==> src/qpcs_pkg.sv <==
// Package: register map, field layout and carrier types of the quad config bank
package qpcs_pkg;
  localparam int QPCS_AW = 12;
  // Register indices; byte address is four times the index
  localparam logic [9:0] QPCS_IDX_SKIP_UP = 10'h013;
  localparam logic [9:0] QPCS_IDX_MASK_LO = 10'h014;
  localparam logic [9:0] QPCS_IDX_CHA_LO = 10'h015;
  localparam logic [9:0] QPCS_IDX_CHB_LO = 10'h016;
  localparam logic [9:0] QPCS_IDX_COMMA_UP = 10'h017;
  localparam logic [9:0] QPCS_IDX_MODE = 10'h018;
  localparam logic [9:0] QPCS_IDX_ALIGN = 10'h019;
  localparam logic [9:0] QPCS_IDX_RSVD_A = 10'h01a;
  localparam logic [9:0] QPCS_IDX_RSVD_B = 10'h01b;
  localparam logic [9:0] QPCS_IDX_IRQ_EN = 10'h01c;
  localparam logic [9:0] QPCS_IDX_IRQ_STAT = 10'h085;
  // Reset values
  localparam logic [7:0] QPCS_RST_SKIP_UP = 8'h05;
  localparam logic [7:0] QPCS_RST_MASK_LO = 8'h7f;
  localparam logic [7:0] QPCS_RST_CHA_LO = 8'h03;
  localparam logic [7:0] QPCS_RST_CHB_LO = 8'h7c;
  localparam logic [7:0] QPCS_RST_ZERO = 8'h00;
  // Writable bits; reserved bits read zero
  localparam logic [7:0] QPCS_WMASK_COMMA_UP = 8'hfc;
  localparam logic [7:0] QPCS_WMASK_MODE = 8'hfe;
  // Field positions
  localparam int QPCS_F_MASK_UP = 2;
  localparam int QPCS_F_CHA_UP = 4;
  localparam int QPCS_F_CHB_UP = 6;
  localparam int QPCS_F_QMODE = 1;
  localparam int QPCS_F_G8B10B = 3;
  localparam int QPCS_F_FC = 4;
  localparam int QPCS_F_PCIE = 5;
  localparam int QPCS_F_RIO = 6;
  localparam int QPCS_F_XAUI = 7;
  localparam int QPCS_F_NOLOCK = 0;
  localparam int QPCS_F_QUAD_AL = 1;
  localparam int QPCS_F_AL23 = 2;
  localparam int QPCS_F_AL01 = 3;
  localparam int QPCS_F_TXGEAR = 4;
  localparam int QPCS_F_RXGEAR = 5;
  localparam int QPCS_F_TPOLY = 6;
  localparam int QPCS_F_PPOLY = 7;
  localparam int QPCS_F_GAIN = 4;
  // Quad mode codes
  localparam logic [1:0] QPCS_QM_SONET = 2'h1;
  localparam logic [1:0] QPCS_QM_SER8 = 2'h3;
  // Tap masks: bit k-1 set for term x^k
  localparam logic [30:0] QPCS_TPOLY_SHORT = 31'h00000060;
  localparam logic [30:0] QPCS_TPOLY_LONG = 31'h48000000;
  localparam logic [15:0] QPCS_PPOLY_D10 = 16'hd008;
  localparam logic [15:0] QPCS_PPOLY_D10A = 16'h801c;
  localparam logic [1:0] QPCS_RESP_OKAY = 2'h0;
  localparam logic [1:0] QPCS_RESP_SLVERR = 2'h2;

  typedef enum logic [3:0] {
    sel_skip_up, sel_mask_lo, sel_cha_lo, sel_chb_lo, sel_comma_up,
    sel_mode, sel_align, sel_rsvd, sel_irq_en, sel_irq_stat, sel_none
  } qpcs_sel_type;

  typedef struct packed {
    logic [3:0] skip_disp_err;
    logic [3:0] skip_k_ctrl;
    logic [9:0] comma_mask;
    logic [9:0] comma_a;
    logic [9:0] comma_b;
    logic [1:0] quad_mode;
    logic sonet_mode;
    logic serdes8_mode;
    logic generic_8b10b;
    logic fibre_channel;
    logic pci_express;
    logic rapidio;
    logic xaui;
    logic aligner_lock_block;
    logic quad_align;
    logic align_ch23;
    logic align_ch01;
    logic tx_gear_2to1;
    logic rx_gear_2to1;
    logic test_poly_long;
    logic [30:0] test_poly_taps;
    logic pcie_poly_d10;
    logic [15:0] pcie_poly_taps;
  } qpcs_cfg_type;
endpackage

==> src/qpcs_config_regs.sv <==
// Quad coding-layer configuration bank behind an AXI4-Lite slave
// Contract
// - Skip pattern upper bits: even bit disparity error, odd bit K flag, four patterns.
// - Ten-bit comma mask from low register plus two shared upper bits.
// - Comma characters a and b: own low byte plus two shared upper bits.
// - Two-bit quad mode: other, SONET, reserved, eight-bit serializer only.
// - Single bits select 8b10b, Fibre Channel, PCI Express, RapidIO, XAUI.
// - Set bit blocks sync state machine from locking word aligner.
// - One bit picks four-channel alignment versus independent channels.
// - Two bits enable joint alignment of channels 2/3 and 0/1.
// - Bit enables 2:1 transmit gearing on all channels.
// - Bit enables 2:1 receive gearing on all channels.
// - Bit picks test polynomial x^7+x^6+1 or x^31+x^28+1.
// - Bit picks PCI Express scrambler polynomial of two drafts.
// - Per-channel enables for sync-loss events, status bits 0 to 3.
// - Per-channel enables for sync-gain events, status bits 4 to 7.
//
// The AXI4-Lite interface to the registers was left to the implementer.
module qpcs_config_regs (
  input wire logic aclk,
  input wire logic aresetn,
  input wire logic [qpcs_pkg::QPCS_AW-1:0] awaddr,
  input wire logic [2:0] awprot,
  input wire logic awvalid,
  output logic awready,
  input wire logic [31:0] wdata,
  input wire logic [3:0] wstrb,
  input wire logic wvalid,
  output logic wready,
  output logic [1:0] bresp,
  output logic bvalid,
  input wire logic bready,
  input wire logic [qpcs_pkg::QPCS_AW-1:0] araddr,
  input wire logic [2:0] arprot,
  input wire logic arvalid,
  output logic arready,
  output logic [31:0] rdata,
  output logic [1:0] rresp,
  output logic rvalid,
  input wire logic rready,
  input wire logic [3:0] link_sync,
  output qpcs_pkg::qpcs_cfg_type cfg,
  output logic irq
);
  import qpcs_pkg::*;

  typedef enum logic {wr_collect, wr_respond} qpcs_wr_type;

  typedef struct packed {
    qpcs_wr_type wr_state;
    logic aw_got;
    logic w_got;
    logic [QPCS_AW-1:0] aw_addr;
    logic [7:0] w_data;
    logic w_lane;
    logic [1:0] b_resp;
    logic r_valid;
    logic [7:0] r_data;
    logic [1:0] r_resp;
    logic [7:0] skip_up;
    logic [7:0] mask_lo;
    logic [7:0] cha_lo;
    logic [7:0] chb_lo;
    logic [7:0] comma_up;
    logic [7:0] mode;
    logic [7:0] align;
    logic [7:0] irq_en;
    logic [7:0] irq_stat;
    logic [3:0] sync_meta;
    logic [3:0] sync_s;
    logic [3:0] sync_d;
  } qpcs_state_type;

  qpcs_state_type st;
  qpcs_state_type next_st;
  logic wr_fire;
  qpcs_sel_type wr_sel;
  logic [7:0] wr_data_eff;
  logic [7:0] sync_events;

  ////////////////////////////////////////////////////////////////////////
  // Address decode, shared by both channels
  function automatic qpcs_sel_type qpcs_decode(input logic [QPCS_AW-1:0] a);
    logic [9:0] idx;
    idx = a[QPCS_AW-1:2];
    case (idx)
      QPCS_IDX_SKIP_UP: qpcs_decode = sel_skip_up;
      QPCS_IDX_MASK_LO: qpcs_decode = sel_mask_lo;
      QPCS_IDX_CHA_LO: qpcs_decode = sel_cha_lo;
      QPCS_IDX_CHB_LO: qpcs_decode = sel_chb_lo;
      QPCS_IDX_COMMA_UP: qpcs_decode = sel_comma_up;
      QPCS_IDX_MODE: qpcs_decode = sel_mode;
      QPCS_IDX_ALIGN: qpcs_decode = sel_align;
      QPCS_IDX_RSVD_A, QPCS_IDX_RSVD_B: qpcs_decode = sel_rsvd;
      QPCS_IDX_IRQ_EN: qpcs_decode = sel_irq_en;
      QPCS_IDX_IRQ_STAT: qpcs_decode = sel_irq_stat;
      default: qpcs_decode = sel_none;
    endcase
  endfunction

  ////////////////////////////////////////////////////////////////////////
  // Bus handshakes
  assign awready = !st.aw_got && (st.wr_state == wr_collect);
  assign wready = !st.w_got && (st.wr_state == wr_collect);
  assign bvalid = (st.wr_state == wr_respond);
  assign bresp = st.b_resp;
  assign arready = !st.r_valid;
  assign rvalid = st.r_valid;
  assign rresp = st.r_resp;
  assign rdata = {24'h000000, st.r_data};

  // Write happens once both address and data are in, either order
  assign wr_fire = (st.aw_got || (awvalid && awready))
                && (st.w_got || (wvalid && wready));
  assign wr_sel = qpcs_decode(st.aw_got ? st.aw_addr : awaddr);
  assign wr_data_eff = st.w_got ? st.w_data : wdata[7:0];

  // Sync-loss in low nibble, sync-gain in high nibble
  assign sync_events = {st.sync_s & ~st.sync_d, ~st.sync_s & st.sync_d};

  ////////////////////////////////////////////////////////////////////////
  always_comb begin
    logic lane;
    lane = st.w_got ? st.w_lane : wstrb[0];
    next_st = st;
    // Link status is a pin level: two flops before the edge detector
    next_st.sync_meta = link_sync;
    next_st.sync_s = st.sync_meta;
    next_st.sync_d = st.sync_s;
    if (awvalid && awready) begin
      next_st.aw_got = 1'b1;
      next_st.aw_addr = awaddr;
    end
    if (wvalid && wready) begin
      next_st.w_got = 1'b1;
      next_st.w_data = wdata[7:0];
      next_st.w_lane = wstrb[0];
    end
    // Set wins over a same-cycle write-one clear
    next_st.irq_stat = st.irq_stat | sync_events;
    if (wr_fire) begin
      next_st.aw_got = 1'b0;
      next_st.w_got = 1'b0;
      next_st.wr_state = wr_respond;
      next_st.b_resp = (wr_sel == sel_none) ? QPCS_RESP_SLVERR : QPCS_RESP_OKAY;
      if (lane) begin
        case (wr_sel)
          sel_skip_up: next_st.skip_up = wr_data_eff;
          sel_mask_lo: next_st.mask_lo = wr_data_eff;
          sel_cha_lo: next_st.cha_lo = wr_data_eff;
          sel_chb_lo: next_st.chb_lo = wr_data_eff;
          sel_comma_up: next_st.comma_up = wr_data_eff & QPCS_WMASK_COMMA_UP;
          sel_mode: next_st.mode = wr_data_eff & QPCS_WMASK_MODE;
          sel_align: next_st.align = wr_data_eff;
          sel_irq_en: next_st.irq_en = wr_data_eff;
          sel_irq_stat: next_st.irq_stat = (st.irq_stat & ~wr_data_eff) | sync_events;
          default: begin
          end
        endcase
      end
    end
    if (bvalid && bready) begin
      next_st.wr_state = wr_collect;
    end
    if (st.r_valid) begin
      if (rready) begin
        next_st.r_valid = 1'b0;
      end
    end else if (arvalid) begin
      next_st.r_valid = 1'b1;
      next_st.r_resp = QPCS_RESP_OKAY;
      case (qpcs_decode(araddr))
        sel_skip_up: next_st.r_data = st.skip_up;
        sel_mask_lo: next_st.r_data = st.mask_lo;
        sel_cha_lo: next_st.r_data = st.cha_lo;
        sel_chb_lo: next_st.r_data = st.chb_lo;
        sel_comma_up: next_st.r_data = st.comma_up;
        sel_mode: next_st.r_data = st.mode;
        sel_align: next_st.r_data = st.align;
        sel_irq_en: next_st.r_data = st.irq_en;
        sel_irq_stat: next_st.r_data = st.irq_stat;
        sel_rsvd: next_st.r_data = QPCS_RST_ZERO;
        default: begin
          next_st.r_data = QPCS_RST_ZERO;
          next_st.r_resp = QPCS_RESP_SLVERR;
        end
      endcase
    end
  end

  always_ff @(posedge aclk) begin
    if (!aresetn) begin
      st <= '0;
      st.wr_state <= wr_collect;
      st.skip_up <= QPCS_RST_SKIP_UP;
      st.mask_lo <= QPCS_RST_MASK_LO;
      st.cha_lo <= QPCS_RST_CHA_LO;
      st.chb_lo <= QPCS_RST_CHB_LO;
    end else begin
      st <= next_st;
    end
  end

  ////////////////////////////////////////////////////////////////////////
  // Configuration outputs from register bits; mode flags decoded, polynomial taps picked from constants
  always_comb begin
    for (int i = 0; i < 4; i++) begin
      cfg.skip_disp_err[i] = st.skip_up[2*i];
      cfg.skip_k_ctrl[i] = st.skip_up[2*i+1];
    end
    cfg.comma_mask = {st.comma_up[QPCS_F_MASK_UP +: 2], st.mask_lo};
    cfg.comma_a = {st.comma_up[QPCS_F_CHA_UP +: 2], st.cha_lo};
    cfg.comma_b = {st.comma_up[QPCS_F_CHB_UP +: 2], st.chb_lo};
    cfg.quad_mode = st.mode[QPCS_F_QMODE +: 2];
    cfg.sonet_mode = (cfg.quad_mode == QPCS_QM_SONET);
    cfg.serdes8_mode = (cfg.quad_mode == QPCS_QM_SER8);
    cfg.generic_8b10b = st.mode[QPCS_F_G8B10B];
    cfg.fibre_channel = st.mode[QPCS_F_FC];
    cfg.pci_express = st.mode[QPCS_F_PCIE];
    cfg.rapidio = st.mode[QPCS_F_RIO];
    cfg.xaui = st.mode[QPCS_F_XAUI];
    cfg.aligner_lock_block = st.align[QPCS_F_NOLOCK];
    cfg.quad_align = st.align[QPCS_F_QUAD_AL];
    cfg.align_ch23 = st.align[QPCS_F_AL23];
    cfg.align_ch01 = st.align[QPCS_F_AL01];
    cfg.tx_gear_2to1 = st.align[QPCS_F_TXGEAR];
    cfg.rx_gear_2to1 = st.align[QPCS_F_RXGEAR];
    cfg.test_poly_long = st.align[QPCS_F_TPOLY];
    cfg.test_poly_taps = cfg.test_poly_long ? QPCS_TPOLY_LONG : QPCS_TPOLY_SHORT;
    cfg.pcie_poly_d10 = st.align[QPCS_F_PPOLY];
    cfg.pcie_poly_taps = cfg.pcie_poly_d10 ? QPCS_PPOLY_D10 : QPCS_PPOLY_D10A;
  end

  // Disabled events stay visible in status but never reach the pin
  assign irq = |(st.irq_stat & st.irq_en);
endmodule

==> config.mk <==
export PLATFORM = sky130hd
export DESIGN_NAME = qpcs_config_regs
export DESIGN_NICKNAME = d
export VERILOG_FILES = /design/src/qpcs_pkg.sv /design/src/qpcs_config_regs.sv
export SDC_FILE = /design/constraint.sdc
export NUM_CORES = 1
export LEC_CHECK = 0
export BUFFER_PORTS_ARGS = -buffer_cell sky130_fd_sc_hd__buf_4
export CAP_MARGIN = 5
export CORE_MARGIN = 8
export CORE_UTILIZATION = 51
export DETAILED_ROUTE_END_ITERATION = 8
export PLACE_DENSITY = 0.8
export SYNTH_ARGS = -nofsm -noshare
export SYNTH_HDL_FRONTEND = slang
export SYNTH_SLANG_ARGS = --single-unit
==> constraint.sdc <==
create_clock -name aclk -period 3.6 [get_ports aclk]
set_input_delay 0.72 -clock aclk [delete_from_list [all_inputs] [get_ports aclk]]
set_output_delay 0.72 -clock aclk [all_outputs]
set_load 0.03 [all_outputs]
Word level (Yosys, flattened, before mapping):

Index checks and enable logic that the tools add are counted.

* register bits after elaboration: 118
* input port bits: 77
* output and inout bits: 144
* logic and storage cells: 122

* eq/ne operators: 42
* mux-type cells: 18
* bitwise gates (word level): 12
* reductions and logical operators: 28

Operator list (count)
* $eq 10x5->1 const B: 20
* $pmux 4 s10: 2
* $pmux 8 s9: 1
* $mux 8: 4
* $mux 31: 1
* $eq 4x3->1 const B: 7
* $reduce_and 3->1: 8
* $eq 10x8->1 const B: 2
* $eq 4x4->1 const B: 5
* $and 8x8->8: 2
* $eq 4x2->1 const B: 4
* $or 8x8->8: 2
* $mux 15: 1
* $mux 12: 1
* $mux 11: 1
* $reduce_or 10->1: 1
* $and 4x4->4: 2
* $eq 4x1->1 const B: 2
* $logic_not 4->1: 2
* $mux 4: 2
* $not 4->4: 2
* $not 8->8: 1
* $reduce_or 2->1: 4
* $reduce_or 8->1: 1
* other kinds (9): 22

Logic depth before layout (Yosys ltp):

* depth after elaboration: 10
* gate-level depth with buffers: 10
* depth with buffers taken out: 6

Least setup slack after synthesis:

No wires, ideal clock.

* kind: in2reg
* start point: input awaddr[7] in the netlist's numbering
* end point: register st, in the netlist cfg[98]
* setup time: 0.129 ns
* arrival time: 2.878 ns
* data required time: 3.471 ns
* slack: 0.593 ns
* stages on the path: 7
* path buffers: 1
* path through: or4_1 -> o22a_2 -> or3b_1 -> buf_6 -> a2111oi_4 -> mux2i_1 -> nand2_1

* longest elaborated chain between the ends: 6
* elaborated cells on any way between the ends: 16
* those cells by class: 11 x eq/ne; 2 x mux; 3 x reduce/logical

RTL lines
* start, declared: line qpcs_config_regs.sv:22 `input wire logic [qpcs_pkg::QPCS_AW-1:0] awaddr,`
* $mux 12 (*): line qpcs_config_regs.sv:115 `assign wr_sel = qpcs_decode(st.aw_got ? st.aw_addr : awaddr);`
* $eq 10x5->1: line qpcs_config_regs.sv:86 `case (idx)`
* $reduce_or 2->1: line qpcs_config_regs.sv:86
* $pmux 4 s10 (*): line qpcs_config_regs.sv:86
* $logic_not 4->1 (*): line qpcs_config_regs.sv:147 `case (wr_sel)`
* $reduce_and 3->1 (no line) (*)
* end signal, assigned: line qpcs_config_regs.sv:200 `st <= next_st;`
* end, declared: line qpcs_config_regs.sv:74 `qpcs_state_type st;`

Every way passes the cells marked *; elsewhere a longest branch is shown, timed or not.
A chain may end at the register's enable or synchronous reset.

Final worst setup path:

* start point: register st[119] in the netlist's numbering
* end point: register st, in the netlist cfg[88]

* longest elaborated chain between the ends: 6
* elaborated cells on any way between the ends: 21
* those cells by class: 12 x eq/ne; 2 x mux; 7 x reduce/logical

RTL lines (line)
* $mux 12 or $logic_not 1->1 (tied branches): qpcs_config_regs.sv:115, qpcs_config_regs.sv:103
* $eq 10x5->1 or $logic_and 1x1->1 (tied branches): qpcs_config_regs.sv:86, qpcs_config_regs.sv:103
* $reduce_or 2->1 or $logic_and 1x1->1 (tied branches): qpcs_config_regs.sv:86, qpcs_config_regs.sv:113
* $pmux 4 s10 or $logic_or 1x1->1 (tied branches): qpcs_config_regs.sv:86, qpcs_config_regs.sv:113
* $eq 4x1->1 or $logic_and 1x1->1 (tied branches): qpcs_config_regs.sv:147, qpcs_config_regs.sv:114
* $reduce_and 3->1 (no line) (*)

Marks and branches as above.

==> run_results.csv <==
group,metric,value,unit
cts,htree_levels,4,
layout,utilization,60.0,%
yosys,synthFlopType,"dfxtp_1",
yosys,syn_area,6330,um^2
worst_setup_path,startpoint_type,"flip-flop",
worst_setup_path,cpPeakStageDelay,0.84,ns
die,die_area,16200,um^2
yosys,synth_top_area_share,36.0,%
drt,vias_per_cell,5.35,
sta,drv_slew,0,
placed_design,gp_congestion,0.904,
power,p_per_area,482,nW/um^2
layout,area_growth,14.3,%
yosys,synth_compound_area_share,16.2,%
min_path,hold_class,"reg -> reg",
flow_run,cap_violations,0,
yosys,synth_edf_count,0,
drt,drc,0,
sta,setup_viol,0,
die,num_rows,40,
yosys,synth_top_family_by_area,"buffers and inverters",
die,die_w,127,um
sta,slew-limit-headroom,25.9,%
cts,cts_resized,0,
sta,fin_crit_sh,80.7,%
sta,hold_violations,0,
yosys,yosys_warnings,0,
drt,drt_iter0_drc,635,
drt,drtAntennaViolNets,0,
layout,diodes,0,
placed_design,io_buffers,118,
status,status,"finished, final reports clean",
yosys,muxShareOfSynthArea,9.92,%
drt,wl,16800,um
yosys,synthCells,743,
cts,cts_hold_buf,0,
worst_setup_path,crit_chain,"buf_4, mux2_2, nand2_1, o22ai_1, a31oi_1, buf_4, nor3_1, o21ai_0",
cts,cts.sinks,114,
worst_setup_path,slowest_stage,"a31oi_1",
yosys,synth_seq_area_share,36.0,%
sta,tns,0,ns
global_routing,grt_max_degree,35,
sta,max_freq,344,MHz
yosys,yosys.area.top_type,"dfxtp_1",
layout,drive_above_1_share,23.7,%
cts,cts_buffers,17,
yosys,synth_xor_area_share,0.277,%
global_routing,antenna_found_initial,0,
yosys,synthDistinctLibCells,61,
worst_setup_path,crit_arrival,3.24,ns
yosys,syn_area_per_cell,8.52,um^2
worst_setup_path,crit_required,3.93,ns
worst_setup_path,worstSetupEndpointType,"flip-flop",
cts,cts_tree,"done",
cts,clk_latency,0.41,ns
worst_setup_path,timing_worst_setup_path_type,"reg -> reg",
power,p_leak,2.94,nW
sta,worstMarginPinSlew,1.11,ns
global_routing,grt_overflow_total,0,
die,core_area,12100,um^2
drt,detail_route.wl_per_cell,17.4,um
drt,route.vias.total,5168,
die,die_y,127,um
cts,cts-root-buf,"clkbuf_16",
sta,clock_skew,0.00684,ns
cts,clk_pin_slew,0.05,ns
yosys,yosys-top-cells-area,"dfxtp_1 36%, buf_4 16%, mux2i_1 7.4%",
cts,post_cts_buffers,0,
global_routing,grt_pass1_wl,26300,um
die,io_pins,221,
yosys,synthArstFlopShare,0,%
placed_design,place_hpwl,12500,um
sta,rsz0062_at_grt,"false",
layout,nNetsFinal,864,
yosys,synth_seq_cells,114,
global_routing,first_global_vias,5004,
cts,cts_buffer_depth,2,
worst_setup_path,crit_fanout,12,
yosys,synth-simple-area-share,18.4,%
worst_setup_path,crit_top_cell,"buf_4",
power,ir_drop,0.312,mV
drt,drtPass1Iterations,5,
global_routing,track_usage,20.4,%
yosys,synth_fa_ha_area_share,0,%
die,initial_utilization,52.5,%
sta,fin_crit,2.90,ns
-- cell usage after synthesis (3+ instances only) --
library cell / number
nor2b_1: 9
a211oi_1: 34
a22oi_1: 9
a22o_1: 6
o22ai_1: 3
nand2_1: 65
o21ai_0: 20
buf_2: 4
buf_4: 134
dfxtp_1: 114
inv_1: 9
mux2i_1: 47
nor3_1: 12
a32oi_1: 4
nand4b_1: 3
nand2b_1: 10
o31ai_1: 4
mux2_2: 14
a221oi_1: 5
nand3_1: 14
nor4_1: 4
clkbuf_1: 29
o211ai_1: 3
o311ai_0: 4
and3_1: 3
nand4_1: 4
a31oi_1: 3
nor3b_1: 5
and2_1: 13
a222oi_1: 5
nor2_1: 73
a21oi_1: 38
-- routing by layer --
| metal | wire length (um) | global-route usage (%) |
|---|---|---|
| met1 | 6920 | 24.7 |
| met3 | 1770 | 7.03 |
| met2 | 7560 | 31.4 |
| met5 | 0 | 0 |
| met4 | 549 | 10.5 |
-- state kept, by name (all words and copies together), names as in the netlist --
register / flops
rvalid: 1
next_st: 8
bresp: 1
st: 41
rresp: 1
bvalid: 1
rdata: 8
cfg: 53
-- worst max-delay path, delay by kind of cell (launching register included) --
family	cells	cell delay, ns
compound gates	3	1.09
buf+inv	2	0.53
flops	1	0.61
mux	1	0.41
simple gates	2	0.17
-- per-stage QoR --
stage | instances | setup WS [ns] | hold WS (ns) | total power [mW] | cell area (um^2)
floorplan | 806 | 0.593 | 0.412 | 1.70 | 6570
global placement | 936 | 0.520 | 0.419 | 1.75 | 6620
detailed placement | 936 | 0.479 | 0.422 | 1.76 | 6620
CTS | 966 | 0.711 | 0.435 | 3.50 | 7240
global route | 966 | 0.545 | 0.451 | 3.59 | 7240
finish | 966 | 0.696 | 0.431 | 3.49 | 7240
-- report_power, final --
group | internal (mW) | switching (mW) | total [mW]
logic | 0.126 | 0.290 | 0.417
registers | 1.30 | 0.0260 | 1.32
clock network | 1.18 | 0.565 | 1.75
total | 2.60 | 0.881 | 3.49
-- cell families after synthesis --
family | Yosys count
AO/OA/AOI/OAI | 148
XOR/XNOR | 2
other | 2
buffers and inverters | 182
multiplexers | 61
flip-flops | 114
AND/OR/NAND/NOR | 234
-- layout by cell type, fill, tap and decap left out, types with 3 or more instances in the layout --
cell type / instances
a221oi_1: 5
o311ai_0: 4
nand2b_1: 10
clkbuf_16: 17
buf_4: 134
nand4_1: 4
clkinv_2: 3
a32oi_1: 4
o211ai_1: 3
nor4_1: 3
a22oi_1: 9
a222oi_1: 5
mux2_2: 14
nand4b_1: 3
mux2i_1: 47
nor4_2: 3
a21oi_1: 38
nor3_1: 12
nand2_1: 65
o31ai_1: 4
conb_1: 65
nand3_1: 14
a211oi_1: 34
and2_1: 13
o21ai_0: 20
a31oi_1: 3
dfxtp_1: 114
nor3b_1: 5
bufinv_16: 4
inv_1: 9
nor2b_1: 9
nor2_1: 73
o22ai_1: 3
and3_1: 3
a22o_1: 6
-- layout make-up --
type | instances | area [um^2]
fillers | 1048 | 4820
multi-input cells | 510 | 3090
flip-flops and latches | 114 | 2280
repair buffers | 134 | 1010
clock buffers | 20 | 457
well taps | 168 | 210
clock inverters | 10 | 159
inverters | 10 | 37.5
-- final timing paths --
check	start	end	slack, ns	depth (start not counted)
worst max-delay path	st[119]$_SDFFE_PP0P_	cfg[88]$_SDFFE_PN1P_	0.70	8
worst min-delay path	next_st[6]$_SDFF_PN0_	next_st[2]$_SDFF_PN0_	0.43	1
worst max register to register	st[119]$_SDFFE_PP0P_	cfg[88]$_SDFFE_PN1P_	0.70	8
worst min register to register	next_st[6]$_SDFF_PN0_	next_st[2]$_SDFF_PN0_	0.43	1
Note: power is estimated with default switching activity, not from simulation.
